## src/elsc_pkg.sv

```systemverilog
package elsc_pkg;
    // Register map (byte offsets on the plain register port)
    localparam logic [7:0] ADDR_CTRL1 = 8'hF8;
    localparam logic [7:0] ADDR_CTRL2 = 8'hF9;
    localparam logic [7:0] ADDR_PULLUP_RELEASE = 8'h57;
    localparam logic [7:0] ADDR_STATUS = 8'hFB;
    // Control register 1 fields
    localparam int C1_ENABLE = 0;
    localparam int C1_BUFDIR = 1;
    localparam int C1_FASTMEM = 2;
    localparam int C1_IRQ15_RI = 4;
    localparam int C1_INH_IO = 5;
    localparam int C1_INH_DMA = 6;
    localparam int C1_INH_MEM = 7;
    // Control register 2 fields
    localparam int C2_MODE_LO = 0;
    localparam int C2_MODE_HI = 1;
    localparam int C2_COUNT_LO = 2;
    localparam int C2_COUNT_HI = 4;
    localparam int C2_EOI_LO = 5;
    localparam int C2_EOI_HI = 6;
    localparam int C2_SPK_SYNC = 7;
    localparam logic [7:0] CTRL1_RESET = 8'h00;
    localparam logic [7:0] CTRL2_RESET = 8'h04;
    localparam logic [1:0] MODE_NEVER = 2'h0;
    localparam logic [1:0] MODE_HW = 2'h1;
    localparam logic [1:0] MODE_SW = 2'h2;
    localparam logic [2:0] COUNT_ONE = 3'h1;
    // Broadcast cycle length in link clocks
    localparam logic [2:0] BCAST_CLOCKS = 3'h3;
    typedef enum logic [2:0] {SC_IDLE, SC_SEND, SC_HOLD, SC_STOPPED} elsc_stop_type;
endpackage

```

## src/elsc_ctrl.sv

```systemverilog
// Our own choice: the strobed register port.
`timescale 1ns/1ps
// Functional notes
// - Clock halts only after stop-clock broadcast sent
// - Backoff abandons cycle before address latch enable
// - Backoff blocks DMA and EOI until relatched
// - Command pull-up stays until register 57h written
// - Select/backoff function enables its pull-up
// - Link enable takes over I/O, ring pins
// - Master enable off disables all link functions except the command pull-up, which stays on until 57h is written
// - Control bit picks row strobe or direction
// - Link enable moves IDE read to TC
// - Per-type bits suppress strobes on select
// - Assignment bit routes IRQ15 to ring SMI
// - Control bit picks speaker drive style
// - Three-bit stop count sent in broadcast
// - Mode 01 broadcasts on CPU stop grant
// - Mode 01 delays phase 1 until ISA decode
// - Mode 00 drives phase 1 on strobe
// - Writing 10 forces one broadcast, byte ignored
// - Forced mode reverts to previous value once the broadcast starts
module elsc_ctrl
    import elsc_pkg::*;
#(
    parameter int COUNT_W = 3
) (
    input wire logic clk_sys,
    input wire logic sys_rst,
    input wire logic [7:0] regAddr,
    input wire logic [7:0] regWrData,
    input wire logic regWrite,
    input wire logic regRead,
    output logic [7:0] regRdData,
    input wire logic at_bus_clock,
    input wire logic select_backoff_in_n,
    input wire logic stop_grant_n,
    input wire logic cpu_address_strobe_n,
    input wire logic isaDecoded,
    input wire logic cycleMem,
    input wire logic cycleDma,
    input wire logic cycleIo,
    input wire logic cycleStarted,
    input wire logic addrLatchDone,
    input wire logic ringIndicatorPin,
    input wire logic irq15Slot,
    input wire logic drqUpdated,
    input wire logic eoiRequest,
    input wire logic readStrobeInt,
    input wire logic rowStrobeInt,
    input wire logic busDirInt,
    input wire logic generalIoInt,
    input wire logic speakerInt,
    input wire logic speakerSyncSlot,
    output logic linkCmdOut,
    output logic linkCmdPullup,
    output logic selectPullup,
    output logic general_io_one,
    output logic sharedPin78,
    output logic ide_read_strobe_n,
    output logic tcPinReadStrobe,
    output logic aleAllowed,
    output logic commandSuppress,
    output logic abortCycle,
    output logic dmaBlock,
    output logic eoiBlock,
    output logic irq15Out,
    output logic ringSmi,
    output logic speaker_data_out,
    output logic phase1Go,
    output logic [COUNT_W-1:0] stop_clock_count,
    output logic bcastActive,
    output logic atClockEnable
);
    ////////////////////////////////////////////////////////////////////////////
    logic [7:0] ctrl1_r;
    logic [7:0] ctrl2_r;
    logic [1:0] prevMode_r;
    logic pullupOn_r;
    logic [2:0] atSync_r;
    logic [1:0] selSync_r;
    logic [1:0] gntSync_r;
    logic [1:0] adsSync_r;
    logic [1:0] riSync_r;
    logic atRise;
    logic linkOn;
    logic backoff;
    logic grantSeen;
    logic adsSeen;
    logic backoffHeld_r;
    logic swRequest_r;
    logic [2:0] edgeCnt_r;
    logic startDelay_r;
    elsc_stop_type stopState_r;
    logic [1:0] modeNow;

    assign linkOn = ctrl1_r[C1_ENABLE];
    assign modeNow = ctrl2_r[C2_MODE_HI:C2_MODE_LO];

    ////////////////////////////////////////////////////////////////////////////
    // Two-flop synchronisers; logic reads only the second stage onward
    always_ff @(posedge clk_sys) begin
        if (sys_rst) begin
            atSync_r <= 3'h0;
            selSync_r <= 2'h3;
            gntSync_r <= 2'h3;
            adsSync_r <= 2'h3;
            riSync_r <= 2'h0;
        end else begin
            atSync_r <= {atSync_r[1:0], at_bus_clock};
            selSync_r <= {selSync_r[0], select_backoff_in_n};
            gntSync_r <= {gntSync_r[0], stop_grant_n};
            adsSync_r <= {adsSync_r[0], cpu_address_strobe_n};
            riSync_r <= {riSync_r[0], ringIndicatorPin};
        end
    end

    assign atRise = atSync_r[1] && !atSync_r[2];
    assign backoff = linkOn && !selSync_r[1];
    assign grantSeen = !gntSync_r[1];
    assign adsSeen = !adsSync_r[1];

    ////////////////////////////////////////////////////////////////////////////
    // Register writes
    always_ff @(posedge clk_sys) begin
        if (sys_rst) begin
            ctrl1_r <= CTRL1_RESET;
            ctrl2_r <= CTRL2_RESET;
            prevMode_r <= MODE_NEVER;
            swRequest_r <= 1'b0;
        end else begin
            if (regWrite && regAddr == ADDR_CTRL1) begin
                ctrl1_r <= regWrData;
            end
            if (regWrite && regAddr == ADDR_CTRL2) begin
                if (regWrData[C2_MODE_HI:C2_MODE_LO] == MODE_SW) begin
                    // Rest of byte ignored: no read-modify-write needed
                    if (linkOn && stopState_r != SC_STOPPED) begin
                        ctrl2_r[C2_MODE_HI:C2_MODE_LO] <= MODE_SW;
                        swRequest_r <= 1'b1;
                    end
                end else if (regWrData[C2_MODE_HI:C2_MODE_LO] != 2'h3) begin
                    ctrl2_r <= regWrData;
                    prevMode_r <= regWrData[C2_MODE_HI:C2_MODE_LO];
                end
            end else if (swRequest_r && stopState_r == SC_SEND) begin
                swRequest_r <= 1'b0;
                ctrl2_r[C2_MODE_HI:C2_MODE_LO] <= prevMode_r;
            end
        end
    end

    // Pull-up on command pin released by any write to 57h
    always_ff @(posedge clk_sys) begin
        if (sys_rst) begin
            pullupOn_r <= 1'b1;
        end else if (regWrite && regAddr == ADDR_PULLUP_RELEASE) begin
            pullupOn_r <= 1'b0;
        end
    end

    always_ff @(posedge clk_sys) begin
        if (sys_rst) begin
            regRdData <= 8'h00;
        end else if (regRead) begin
            case (regAddr)
                ADDR_CTRL1: regRdData <= ctrl1_r;
                ADDR_CTRL2: regRdData <= ctrl2_r;
                ADDR_STATUS: regRdData <= {4'h0, backoffHeld_r, bcastActive,
                    stopState_r == SC_STOPPED, pullupOn_r};
                default: regRdData <= 8'h00;
            endcase
        end else begin
            regRdData <= 8'h00;
        end
    end

    ////////////////////////////////////////////////////////////////////////////
    // Stop-clock broadcast sequencer, paced by link clock edges
    always_ff @(posedge clk_sys) begin
        if (sys_rst || !linkOn) begin
            stopState_r <= SC_IDLE;
            edgeCnt_r <= 3'h0;
        end else begin
            case (stopState_r)
                SC_IDLE: begin
                    if (swRequest_r || (modeNow == MODE_HW && grantSeen)) begin
                        stopState_r <= SC_SEND;
                        edgeCnt_r <= BCAST_CLOCKS;
                    end
                end
                SC_SEND: begin
                    if (atRise) begin
                        if (edgeCnt_r == 3'h1) begin
                            stopState_r <= SC_HOLD;
                            edgeCnt_r <= ctrl2_r[C2_COUNT_HI:C2_COUNT_LO];
                        end else begin
                            edgeCnt_r <= edgeCnt_r - 3'h1;
                        end
                    end
                end
                SC_HOLD: begin
                    if (atRise) begin
                        if (edgeCnt_r <= 3'h1) begin
                            stopState_r <= SC_STOPPED;
                        end else begin
                            edgeCnt_r <= edgeCnt_r - 3'h1;
                        end
                    end
                end
                SC_STOPPED: begin
                    // Select low while stopped asks for clock restart
                    if (!selSync_r[1] && !grantSeen) begin
                        stopState_r <= SC_IDLE;
                    end
                end
                default: stopState_r <= SC_IDLE;
            endcase
        end
    end

    ////////////////////////////////////////////////////////////////////////////
    // Backoff hold: released after DRQ/IRQ relatched or on master disable
    always_ff @(posedge clk_sys) begin
        if (sys_rst) begin
            backoffHeld_r <= 1'b0;
        end else if (backoff) begin
            backoffHeld_r <= 1'b1;
        end else if (!linkOn || drqUpdated) begin
            // Master disable drops a pending hold too
            backoffHeld_r <= 1'b0;
        end
    end

    // Mode 01 adds one link clock before phase 1 starts
    always_ff @(posedge clk_sys) begin
        if (sys_rst) begin
            startDelay_r <= 1'b0;
        end else if (!(adsSeen && isaDecoded)) begin
            startDelay_r <= 1'b0;
        end else if (atRise) begin
            startDelay_r <= 1'b1;
        end
    end

    ////////////////////////////////////////////////////////////////////////////
    // Registered outputs
    always_ff @(posedge clk_sys) begin
        if (sys_rst) begin
            linkCmdOut <= 1'b1;
            linkCmdPullup <= 1'b1;
            selectPullup <= 1'b0;
            general_io_one <= 1'b0;
            sharedPin78 <= 1'b1;
            ide_read_strobe_n <= 1'b1;
            tcPinReadStrobe <= 1'b0;
            aleAllowed <= 1'b0;
            commandSuppress <= 1'b0;
            abortCycle <= 1'b0;
            dmaBlock <= 1'b0;
            eoiBlock <= 1'b0;
            irq15Out <= 1'b0;
            ringSmi <= 1'b0;
            speaker_data_out <= 1'b0;
            phase1Go <= 1'b0;
            stop_clock_count <= COUNT_W'(COUNT_ONE);
            bcastActive <= 1'b0;
            atClockEnable <= 1'b1;
        end else begin
            linkCmdPullup <= pullupOn_r;
            selectPullup <= linkOn;
            // Pin 173: command when linked, else general I/O
            linkCmdOut <= linkOn ? !(bcastActive || phase1Go) : 1'b1;
            general_io_one <= linkOn ? 1'b0 : generalIoInt;
            sharedPin78 <= (linkOn && ctrl1_r[C1_BUFDIR]) ? busDirInt : rowStrobeInt;
            ide_read_strobe_n <= readStrobeInt;
            tcPinReadStrobe <= linkOn;
            aleAllowed <= linkOn;
            commandSuppress <= !selSync_r[1] && linkOn &&
                ((cycleMem && ctrl1_r[C1_INH_MEM]) || (cycleDma && ctrl1_r[C1_INH_DMA])
                || (cycleIo && ctrl1_r[C1_INH_IO]));
            abortCycle <= backoff && cycleStarted && !addrLatchDone;
            dmaBlock <= backoff || backoffHeld_r;
            eoiBlock <= (backoff || backoffHeld_r) && eoiRequest;
            irq15Out <= (linkOn && ctrl1_r[C1_IRQ15_RI]) ? 1'b0 : irq15Slot;
            ringSmi <= linkOn ? (ctrl1_r[C1_IRQ15_RI] && irq15Slot) : riSync_r[1];
            speaker_data_out <= (linkOn && ctrl2_r[C2_SPK_SYNC]) ?
                (speakerInt && speakerSyncSlot) : speakerInt;
            phase1Go <= linkOn && adsSeen && (modeNow == MODE_HW ?
                (isaDecoded && startDelay_r) : 1'b1);
            stop_clock_count <= ctrl2_r[C2_COUNT_HI:C2_COUNT_LO];
            bcastActive <= stopState_r == SC_SEND;
            atClockEnable <= stopState_r != SC_STOPPED;
        end
    end
endmodule

```

## config.mk

```make
export PLATFORM = sky130hd
export DESIGN_NAME = elsc_ctrl
export DESIGN_NICKNAME = d
export VERILOG_FILES = /design/src/elsc_pkg.sv /design/src/elsc_ctrl.sv
export SDC_FILE = /design/constraint.sdc
export NUM_CORES = 1
export LEC_CHECK = 0
export ABC_AREA = 1
export BUFFER_PORTS_ARGS = -buffer_cell sky130_fd_sc_hd__buf_4
export CAP_MARGIN = 10
export CORE_MARGIN = 1
export CORE_UTILIZATION = 47
export CTS_CLUSTER_DIAMETER = 120
export CTS_CLUSTER_SIZE = 10
export DETAILED_ROUTE_END_ITERATION = 10
export GPL_TIMING_DRIVEN = 1
export PLACE_DENSITY = 0.77
export SYNTH_ARGS = -nofsm -noshare
export SYNTH_HDL_FRONTEND = slang
export SYNTH_SLANG_ARGS = --single-unit
export TNS_END_PERCENT = 10
```

## constraint.sdc

```tcl
create_clock -name clk_sys -period 2.1 [get_ports clk_sys]
set_input_delay 0.21 -clock clk_sys [delete_from_list [all_inputs] [get_ports clk_sys]]
set_output_delay 0.21 -clock clk_sys [all_outputs]
set_load 0.01 [all_outputs]
```

==> impl_metrics.csv, run 1 <==
group,metric,value,unit
yosys,ys_seq_area_frac,0.485,
setup_path,crit_chain,"inv_1 -> ha_1 -> inv_1 -> nand2_1 -> o21ai_0 -> nand2_1 -> nor2_1 -> nand2_1 -> nand2_1 -> nor2_1",
setup_path,cp.arrival,1860,ps
drt,wire_per_inst,12.3,µm
drt,firstDrtPassIters,5,
die,start_util,0.487,
status,outcome,"completed",
drt,drcViolationCount,0,
sta,clock_skew,5.59,ps
global_route,grt_pass1_vias,2190,
setup_path,r2r_cells,10,
yosys,syn-instance-count,342,
setup_path,worst-path-max-fanout,5,
global_route,grt_use_total,0.213,
clock_network,cts_tree,"yes",
yosys,ys.flop_type,"dfxtp_1",
drt,drtIter0Drc,120,
yosys,synth_edf_count,0,
sta,max_freq,612,MHz
die,die_area,6020,µm²
drt,final_antenna_net_count,0,
sta,fin_crit,1630,ps
clock_network,cts-root-buf,"clkbuf_8",
placement,finalWeightedCongestion,0.943,
yosys,synth_cell_types,33,
die,die_x,77.6,µm
worst_hold_path,hold_path_startpoint,"addrLatchDone",
setup_path,r2r_start,"stopState_r[0]",
setup_path,timing.rr.end,"edgeCnt_r[2]",
drt,via_count,2379,
yosys,ys_ff_latch,65,
power,total_power,2.58,mW
die,dieHeight,77.6,µm
yosys,synth_top_area_cell,"dfxtp_1",
sta,min_period_over_period,0.778,
die,rows,27,
worst_hold_path,hold_path_depth,2,
worst_hold_path,hold_path_end,"abortCycle",
setup_path,cp_common_cell,"nand2_1",
power,peakVddDrop,0.486,mV
drt,wl,6.04,mm
clock_network,cts_buffers,9,
finish,finalNetCount,459,
placement,hpwl,4.43,mm
power,power_leakage,1.62,nW
setup_path,startpoint_type,"flip-flop",
yosys,syn_avg_cell_area,7.85,µm²
finish,syn_to_final_growth,29.1,%
yosys,synth_most_common_cell,"nand2_1",
clock_network,h-tree-depth,3,
yosys,synth-async-reset-ratio,0,
placement,dpl_cell_area,3240,µm²
finish,n_antenna_cell,0,
clock_network,clock_latency,330,ps
clock_network,clk_pin_slew,70,ps
run,maxCapViolCount,0,
clock_network,hold_buffers,0,
setup_path,crit_type,"reg -> reg",
power,power_density,744,nW/µm²
placement,portBuffers,68,
global_route,grt_pass1_wl,9.78,mm
clock_network,clockBufferDepth,2,
finish,drive_gt1_frac,0.270,
die,coreArea,5510,µm²
worst_hold_path,min_path_type,"in -> reg",
clock_network,cts-resized-gates,0,
clock_network,cts_setup_buffers,0,
yosys,synth_common_cells,"71 x nand2_1, 65 x dfxtp_1, 47 x inv_1, 34 x nor2_1, 22 x a21oi_1",
yosys,syn_nets,388,
setup_path,crit_path_max_incr_delay,370,ps
sta,worst_pin_slew,278,ps
clock_network,cts_sinks,65,
setup_path,cp-end-kind,"flip-flop",
yosys,yosysWarningCount,0,
global_route,grt_start_max_net_pins,23,
sta,rsz0062_at_grt,"no",
sta,maxSlewHeadroom,0.814,
yosys,synth_area_leaders,"dfxtp_1 48%, nand2_1 9.9%, inv_1 6.6%, nor2_1 4.8%, a21oi_1 4.1%",
sta,finalMaxSlewViolations,0,
global_route,antenna_found_initial,0,
yosys,synth_top_area_frac,0.485,
finish,finalInstanceArea,3470,µm²
sta,fin_setup_tns,0,ps
setup_path,reg2reg_slack,470,ps
global_route,overflow,0,
yosys,syn-cell-area,2680,µm²
die,ios,69,
setup_path,critPathSlowestCell,"dfxtp_1",
sta,hold_viol,0,
setup_path,cp.required,2330,ps
sta,setup_viol,0,
drt,vias_per_cell,4.86,
finish,fillers,485,
==> layout by cell type (no fill, tap or decap), types with 2 or more instances in the layout <==
master,synthesis,final
nand2_1,71,71
inv_1,47,47
a21oi_1,22,22
nand2_2,5,5
clkbuf_8,0,11
or2_2,8,8
nand3_1,20,20
o211ai_1,2,2
inv_2,3,3
o21ai_0,20,20
o21ai_1,3,3
nor2_4,4,4
nor2_8,2,2
buf_4,4,70
dfxtp_1,65,65
bufinv_16,0,2
nand2_4,2,2
ha_1,6,6
nor2_1,34,34
nand4_1,3,3
nor3_1,3,3
clkinv_2,0,2
o31ai_1,2,2
==> cells by family after synthesis <==
| logic type | count (synthesis) | share of synthesized area |
|---|---|---|
| adder cells (fa/ha/maj) | 6 | 0.0280 |
| AO/OA/AOI/OAI | 53 | 0.110 |
| XOR/XNOR | 1 | 0.00326 |
| AND/OR/NAND/NOR | 157 | 0.281 |
| buffers and inverters | 60 | 0.0932 |
| flip-flops | 65 | 0.485 |
==> cell type report <==
| class | instances | area [µm²] | share of cell area |
|---|---|---|---|
| multi-input combinational | 217 | 1130 | 0.327 |
| inverter | 50 | 188 | 0.0542 |
| tap | 72 | 90.1 | 0.0260 |
| clock buffer | 11 | 151 | 0.0437 |
| timing repair buffer | 70 | 526 | 0.152 |
| sequential | 65 | 1300 | 0.375 |
| clock inverter | 5 | 77.6 | 0.0224 |
==> worst max-delay path: cells and delay by family, from the launching register on <==
kind / cells / cell delay, ps
buffers and inverters: 2 / 190
DFF: 1 / 370
adders and majority gates: 1 / 240
and+or+nand+nor: 6 / 630
AOI/OAI and AO/OA: 1 / 90
==> sequential cells by signal, indices dropped and copies added, names as in the netlist, 3 cells and up <==
name              flops
atSync_r              3
stop_clock_count      3
ctrl1_r               8
edgeCnt_r             3
regRdData             8
ctrl2_r               8
==> routing by layer <==
metal  up-vias  routed length, µm  global-route usage
met5         -                  0                   0
met1      1065               2730               0.253
li1       1215                  -                   -
met3         8                323              0.0424
met2        91               2910               0.364
met4         0                 80               0.102
==> worst max-delay path by stage <==
stage / startpoint / end / slack [ps] / depth (start not counted)
global placement: stopState_r[0] / edgeCnt_r[2] / 630 / 10
CTS: stopState_r[0] / edgeCnt_r[2] / 480 / 10
finish: stopState_r[0] / edgeCnt_r[2] / 470 / 10
detailed placement: stopState_r[0] / edgeCnt_r[2] / 490 / 10
floorplan: stopState_r[0] / edgeCnt_r[1] / 700 / 10
global route: stopState_r[0] / edgeCnt_r[2] / 320 / 10
==> stage by stage <==
| step | hold WS (ps) | util | std cells | setup WS [ps] |
|---|---|---|---|---|
| 5_1_grt | 27.2 | 0.629 | 490 | 325 |
| 4_1_cts | 30.1 | 0.629 | 490 | 476 |
| 6_report | 37.2 | 0.629 | 490 | 467 |
| 3_3_place_gp | 374 | 0.588 | 474 | 629 |
| 3_5_place_dp | 384 | 0.588 | 474 | 489 |
| 2_1_floorplan | 286 | - | 342 | 697 |
==> where the power goes <==
part / total [mW] / switching, mW / internal (mW) / leakage, nW
Combinational: 0.140 / 0.0678 / 0.0721 / 0.978
Clock: 1.19 / 0.457 / 0.729 / 0.115
Sequential: 1.25 / 0.00521 / 1.25 / 0.528
Total: 2.58 / 0.530 / 2.05 / 1.62
No activity file was read; power rests on OpenSTA's default activity.
==> run 2: changes to the inputs <==
==> constraint.sdc (replaced) <==
create_clock -name clk_sys -period 1.55 [get_ports clk_sys]
set_input_delay 0.155 -clock clk_sys [delete_from_list [all_inputs] [get_ports clk_sys]]
set_output_delay 0.155 -clock clk_sys [all_outputs]
set_load 0.01 [all_outputs]
==> run 2 against run 1 <==
Final cell count grew 1.6%. Routed wire length grew 3.1%. Setup slack worse by 370 ps. Critical endpoint is now stopState_r[0]. Utilization grew 1.0 points. Largest power group unchanged.
==> impl_metrics.csv, run 2 (synthesis gave the netlist of run 1 again) <==
group,metric,value,unit
finish,fin_util,0.640,
die,start_util,0.487,
setup_path,timing.rr.end,"stopState_r[0]",
global_route,grt_pass1_vias,2163,
sta,clock_skew,6.39,ps
run,maxCapViolCount,0,
placement,hpwl,4.54,mm
clock_network,h-tree-depth,3,
finish,finalNetCount,467,
drt,final_antenna_net_count,0,
clock_network,clockBufferDepth,2,
drt,wire_per_inst,12.5,µm
clock_network,cts_sinks,65,
sta,setup_viol,0,
die,die_area,6020,µm²
global_route,busiest_layer,"met2",
die,die_x,77.6,µm
setup_path,crit_path_max_incr_delay,350,ps
finish,drive_gt1_frac,0.291,
finish,n_antenna_cell,0,
setup_path,reg2reg_slack,100,ps
drt,drtIter0Drc,124,
finish,seqCellArea,1300,µm²
setup_path,crit_chain,"inv_1 -> ha_1 -> inv_1 -> nand2_1 -> o21ai_2 -> nand2_2 -> inv_2 -> nand3_1 -> and2_1 -> nor2_1",
global_route,grt_pass1_wl,10.0,mm
clock_network,clock_latency,330,ps
placement,finalWeightedCongestion,0.893,
drt,firstDrtPassIters,4,
finish,final_cell_mix,"73 x buf_4, 69 x nand2_1, 63 x dfxtp_1, 45 x inv_1, 33 x nor2_1",
placement,portBuffers,68,
sta,finalMaxSlewViolations,0,
setup_path,critPathSlowestCell,"dfxtp_2",
finish,multi_input_area,1150,µm²
setup_path,cp_common_cell,"inv_1",
power,power_density,924,nW/µm²
setup_path,crit_buf_inv,3,
sta,min_period_over_period,0.935,
global_route,grt_util_met2,0.372,
finish,finalInstanceArea,3520,µm²
finish,reg_top3,"ctrl1_r: 8 flops, ctrl2_r: 8 flops, regRdData: 8 flops",
die,rows,27,
sta,max_freq,690,MHz
drt,vias_per_cell,4.89,
global_route,overflow,0,
sta,worst_pin_slew,307,ps
global_route,grtUsageMet1,0.256,
placement,dpl_cell_area,3250,µm²
sta,maxSlewHeadroom,0.794,
setup_path,r2r_cells,10,
sta,fin_crit,1450,ps
setup_path,cp.required,1810,ps
clock_network,cts-root-buf,"clkbuf_8",
drt,via_count,2437,
finish,syn_to_final_growth,31.3,%
power,power_leakage,1.64,nW
setup_path,crit_family,"simple AND/OR/NAND/NOR gates",
drt,drcViolationCount,0,
clock_network,cts_buffers,9,
finish,fillers,473,
finish,final_common_cell,"buf_4",
setup_path,worst-path-max-fanout,3,
global_route,global_route.usage.met3,0.0506,
worst_hold_path,hold_path_depth,2,
status,outcome,"completed",
drt,wl,6.23,mm
setup_path,r2r_start,"stopState_r[1]",
setup_path,startpoint_type,"flip-flop",
die,ios,69,
setup_path,cp.arrival,1710,ps
power,peakVddDrop,0.670,mV
die,dieHeight,77.6,µm
clock_network,cts_tree,"yes",
clock_network,clk_pin_slew,60,ps
sta,hold_viol,0,
global_route,antenna_found_initial,0,
worst_hold_path,hold_path_startpoint,"drqUpdated",
global_route,grt_start_max_net_pins,23,
global_route,grt_use_total,0.217,
worst_hold_path,hold_path_end,"backoffHeld_r",
worst_hold_path,min_path_type,"in -> reg",
setup_path,cp-end-kind,"flip-flop",
die,coreArea,5510,µm²
setup_path,crit_type,"reg -> reg",
[run 2: cell types whose count changed in the layout (fill, tap and decap cells not counted), sizes merged]
cell,delta
clkinvlp,-1
buf,+3
dlygate4sd3,+5
bufinv,-2
clkbuf,+3
[run 2: what timing repair did]
action / in CTS / in global routing
hold buffers: 5 / 0
buffers inserted: 0 / 1
endpoints found under the setup margin: 2 / 5
pin swaps: 0 / 1
hold endpoints to repair: 5 / 0
resized for setup: 1 / 10
[run 2: per-layer routing]
metal	part of all wire	up-vias
met5	0	-
met4	0.016	0
met3	0.067	11
met2	0.49	103
met1	0.43	1081
li1	-	1242
[run 2: worst max path at each step]
stage | start | to | slack (ps) | cells past startpoint
2_1_floorplan | stopState_r[0] | edgeCnt_r[1] | 150 | 10
3_3_place_gp | stopState_r[0] | edgeCnt_r[2] | 70 | 10
3_5_place_dp | stopState_r[0] | edgeCnt_r[2] | -20 | 10
4_1_cts | stopState_r[0] | stopState_r[0] | 3 | 10
5_1_grt | stopState_r[1] | stopState_r[0] | -4 | 10
6_report | stopState_r[1] | stopState_r[0] | 100 | 10
[run 2: final cells by class]
type	count	area share
timing repair buffer	78	0.170
multi-input combinational	217	0.327
sequential	65	0.370
clock buffer	14	0.0518
inverter	50	0.0533
tap	72	0.0256
clock inverter	2	0.00284
[run 2: where the power goes]
group          switching [mW]  internal [mW]  total [mW]  leakage [nW]
combinational          0.0955          0.106       0.201          1.01
clock                   0.606          0.751        1.36         0.102
sequential            0.00711           1.69        1.70         0.529
total                   0.708           2.55        3.26          1.64
[run 2: per-stage QoR]
stage	setup slack, ps	TNS, ps	hold slack, ps	power [mW]	instances
final	101	0	11.4	3.26	498
after global routing	-4.03	-4.03	0.688	3.37	498
after floorplan	147	0	231	1.81	342
after global placement	70.7	0	319	1.92	476
after CTS	2.84	0	0.478	3.28	497
after detailed placement	-18.8	-37.4	326	1.93	476
==> run 3: changes to the inputs <==
--- a/config.mk
+++ b/config.mk
@@ -5,15 +5,16 @@
 export SDC_FILE = /design/constraint.sdc
 export NUM_CORES = 1
 export LEC_CHECK = 0
-export ABC_AREA = 1
 export BUFFER_PORTS_ARGS = -buffer_cell sky130_fd_sc_hd__buf_4
 export CAP_MARGIN = 10
 export CORE_MARGIN = 1
 export CORE_UTILIZATION = 47
+export CTS_BUF_LIST = sky130_fd_sc_hd__clkbuf_4
 export CTS_CLUSTER_DIAMETER = 120
 export CTS_CLUSTER_SIZE = 10
 export DETAILED_ROUTE_END_ITERATION = 10
 export GPL_TIMING_DRIVEN = 1
+export HOLD_SLACK_MARGIN = 0.15
 export PLACE_DENSITY = 0.77
 export SYNTH_ARGS = -nofsm -noshare
 export SYNTH_HDL_FRONTEND = slang
==> run 3 against run 2 <==
First-iteration DRC count down 20%. Final cell count down 8.6%. Via count fell by 4.9%.
==> impl_metrics.csv, run 3 <==
group,metric,value,unit
status,outcome,"completed",
yosys,ys.flop_type,"dfxtp_1",
drt,drtIter0Drc,99,
finish,finalInstanceArea,3810,µm²
sta,hold_viol,0,
sta,fin_crit,1520,ps
finish,final_cells,455,
setup_path,crit_family,"compound AO/OA/AOI/OAI gates",
yosys,synth_edf_count,0,
die,die_area,5900,µm²
clock_network,clockBufferDepth,2,
clock_network,h-tree-depth,3,
finish,fillers,416,
yosys,synth_top_area_frac,0.494,
setup_path,cp-end-kind,"flip-flop",
global_route,grt_pass1_wl,10.6,mm
global_route,grt_use_total,0.237,
drt,drcViolationCount,0,
yosys,synth_most_common_cell,"dfxtp_1",
setup_path,crit_chain,"inv_1 -> ha_2 -> nor2b_1 -> a211o_1 -> and3_4 -> a211oi_1",
yosys,ys_seq_area_frac,0.494,
power,peakVddDrop,0.639,mV
die,die_x,76.8,µm
finish,finalNetCount,426,
finish,final_cell_mix,"81 x buf_4, 62 x dfxtp_1, 34 x dlygate4sd3_1, 25 x nor2_1, 25 x mux2i_1",
sta,finalMaxSlewViolations,0,
yosys,synth_top_area_cell,"dfxtp_1",
drt,vias_per_cell,5.09,
sta,fin_hold_ws,190,ps
drt,via_count,2318,
sta,maxSlewHeadroom,0.755,
finish,final_common_cell,"buf_4",
yosys,syn_avg_cell_area,9.90,µm²
die,ios,69,
setup_path,crit_buf_inv,1,
finish,n_antenna_cell,0,
sta,max_freq,656,MHz
drt,firstDrtPassIters,5,
placement,portBuffers,68,
sta,rsz0062_at_grt,"yes",
global_route,antenna_found_initial,0,
clock_network,cts_sinks,65,
placement,dpl_cell_area,3290,µm²
clock_network,clock_latency,400,ps
yosys,syn_nets,312,
sta,min_period_over_period,0.983,
clock_network,cts_setup_buffers,0,
clock_network,cts_buffers,9,
drt,final_antenna_net_count,0,
finish,syn_to_final_growth,44.7,%
setup_path,startpoint_type,"flip-flop",
clock_network,cts-root-buf,"clkbuf_4",
sta,worst_pin_slew,359,ps
setup_path,critPathSlowestCell,"dfxtp_4",
die,start_util,0.503,
yosys,synth_area_leaders,"dfxtp_1 49%, mux2i_1 9.5%, nor2_1 3.6%, nor2b_1 3.3%, ha_1 2.9%",
finish,reg_top3,"ctrl1_r: 8 flops, ctrl2_r: 8 flops, regRdData: 8 flops",
setup_path,crit_path_max_incr_delay,390,ps
setup_path,crit_type,"reg -> reg",
setup_path,cp.required,1870,ps
yosys,yosysWarningCount,0,
finish,drive_gt1_frac,0.322,
run,maxCapViolCount,0,
setup_path,worst-path-max-fanout,4,
power,power_density,805,nW/µm²
worst_hold_path,min_path_type,"in -> reg",
die,dieHeight,76.8,µm
setup_path,crit_cells,6,
yosys,syn-cell-area,2630,µm²
yosys,synth-async-reset-ratio,0,
power,power_leakage,1.57,nW
yosys,synth_cell_types,47,
placement,dp.cells,405,
drt,wl,6.45,mm
global_route,grt_start_max_net_pins,27,
placement,finalWeightedCongestion,0.878,
setup_path,r2r_cells,6,
setup_path,cp.arrival,1850,ps
global_route,overflow,0,
worst_hold_path,hold_path_depth,5,
die,rows,26,
clock_network,cts_tree,"yes",
placement,hpwl,4.15,mm
yosys,syn-instance-count,266,
drt,wire_per_inst,14.2,µm
sta,setup_viol,0,
yosys,synth_common_cells,"65 x dfxtp_1, 25 x mux2i_1, 25 x nor2_1, 14 x nor2b_1, 13 x nand2_1",
sta,clock_skew,6.85,ps
clock_network,clk_pin_slew,100,ps
global_route,grt_pass1_vias,2260,
yosys,ys_ff_latch,65,
die,coreArea,5240,µm²
run 3: changes by cell type after synthesis, sizes merged, moves of 14 or more:
| cell | delta |
|---|---|
| nand2 | -65 |
| o21ai | -15 |
| nor2b | +14 |
| inv | -38 |
| a21oi | -17 |
| nor2 | -15 |
| mux2i | +25 |
| nand3 | -14 |
run 3: metrics by stage:
stage / setup TNS, ps / worst slack (ps) / total power, mW / util
after detailed placement: -62.3 / -32.5 / 1.92 / 0.629
after floorplan: 0 / 52.1 / 1.81 / -
after CTS: 0 / 9.46 / 3.08 / 0.720
final: 0 / 26.0 / 3.07 / 0.727
after global routing: -119 / -37.3 / 3.20 / 0.727
after global placement: 0 / 35.5 / 1.92 / 0.629
run 3: logic make-up after synthesis:
kind of cell	count (synthesis)	share of synthesized area
AOI/OAI and AO/OA	41	0.110
and+or+nand+nor	104	0.231
DFF	65	0.494
muxes	25	0.0951
adders and majority gates	6	0.0285
buffers and inverters	25	0.0404
run 3: path summary, 6_finish.rpt:
path,slack (ps),startpoint,endpoint
max,30,stopState_r[0],edgeCnt_r[1]
min reg2reg,420,adsSync_r[0],adsSync_r[1]
max reg2reg,30,stopState_r[0],edgeCnt_r[1]
min,190,regWrData[1],ctrl2_r[0]
run 3: area by class of cell:
class                           instances  area, µm²  area share
Clock inverter                          4       43.8      0.0115
Multi-Input combinational cell        176       1270       0.332
Tap cell                               70       87.6      0.0230
Inverter                               12       45.0      0.0118
Clock buffer                           12       90.1      0.0237
Timing Repair Buffer                  116        968       0.254
Sequential cell                        65       1310       0.343
run 3: report_power, final:
group	internal [mW]	switching, mW
Clock	0.537	0.576
Sequential	1.69	0.00774
Combinational	0.159	0.0984
run 3: repair_timing:
item / CTS / global route
hold buffers: 34 / 0
endpoints found under the setup margin: 2 / 6
pin swaps: 0 / 3
gates resized for setup: 3 / 12
hold endpoints to repair: 44 / 0
run 3: worst min-delay path: stages:
cell and delay, ps:
buf_4 130, nand2_1 60, o22ai_1 60, nor2_1 90, a311oi_1 60
run 3: layer usage:
metal  part of all wire  global-route usage  vias up
li1                   -                   -     1156
met1               0.42               0.259     1074
met2               0.51               0.407       76
met3              0.048              0.0643       12
met4              0.018               0.144        0
met5                  0                   0        -
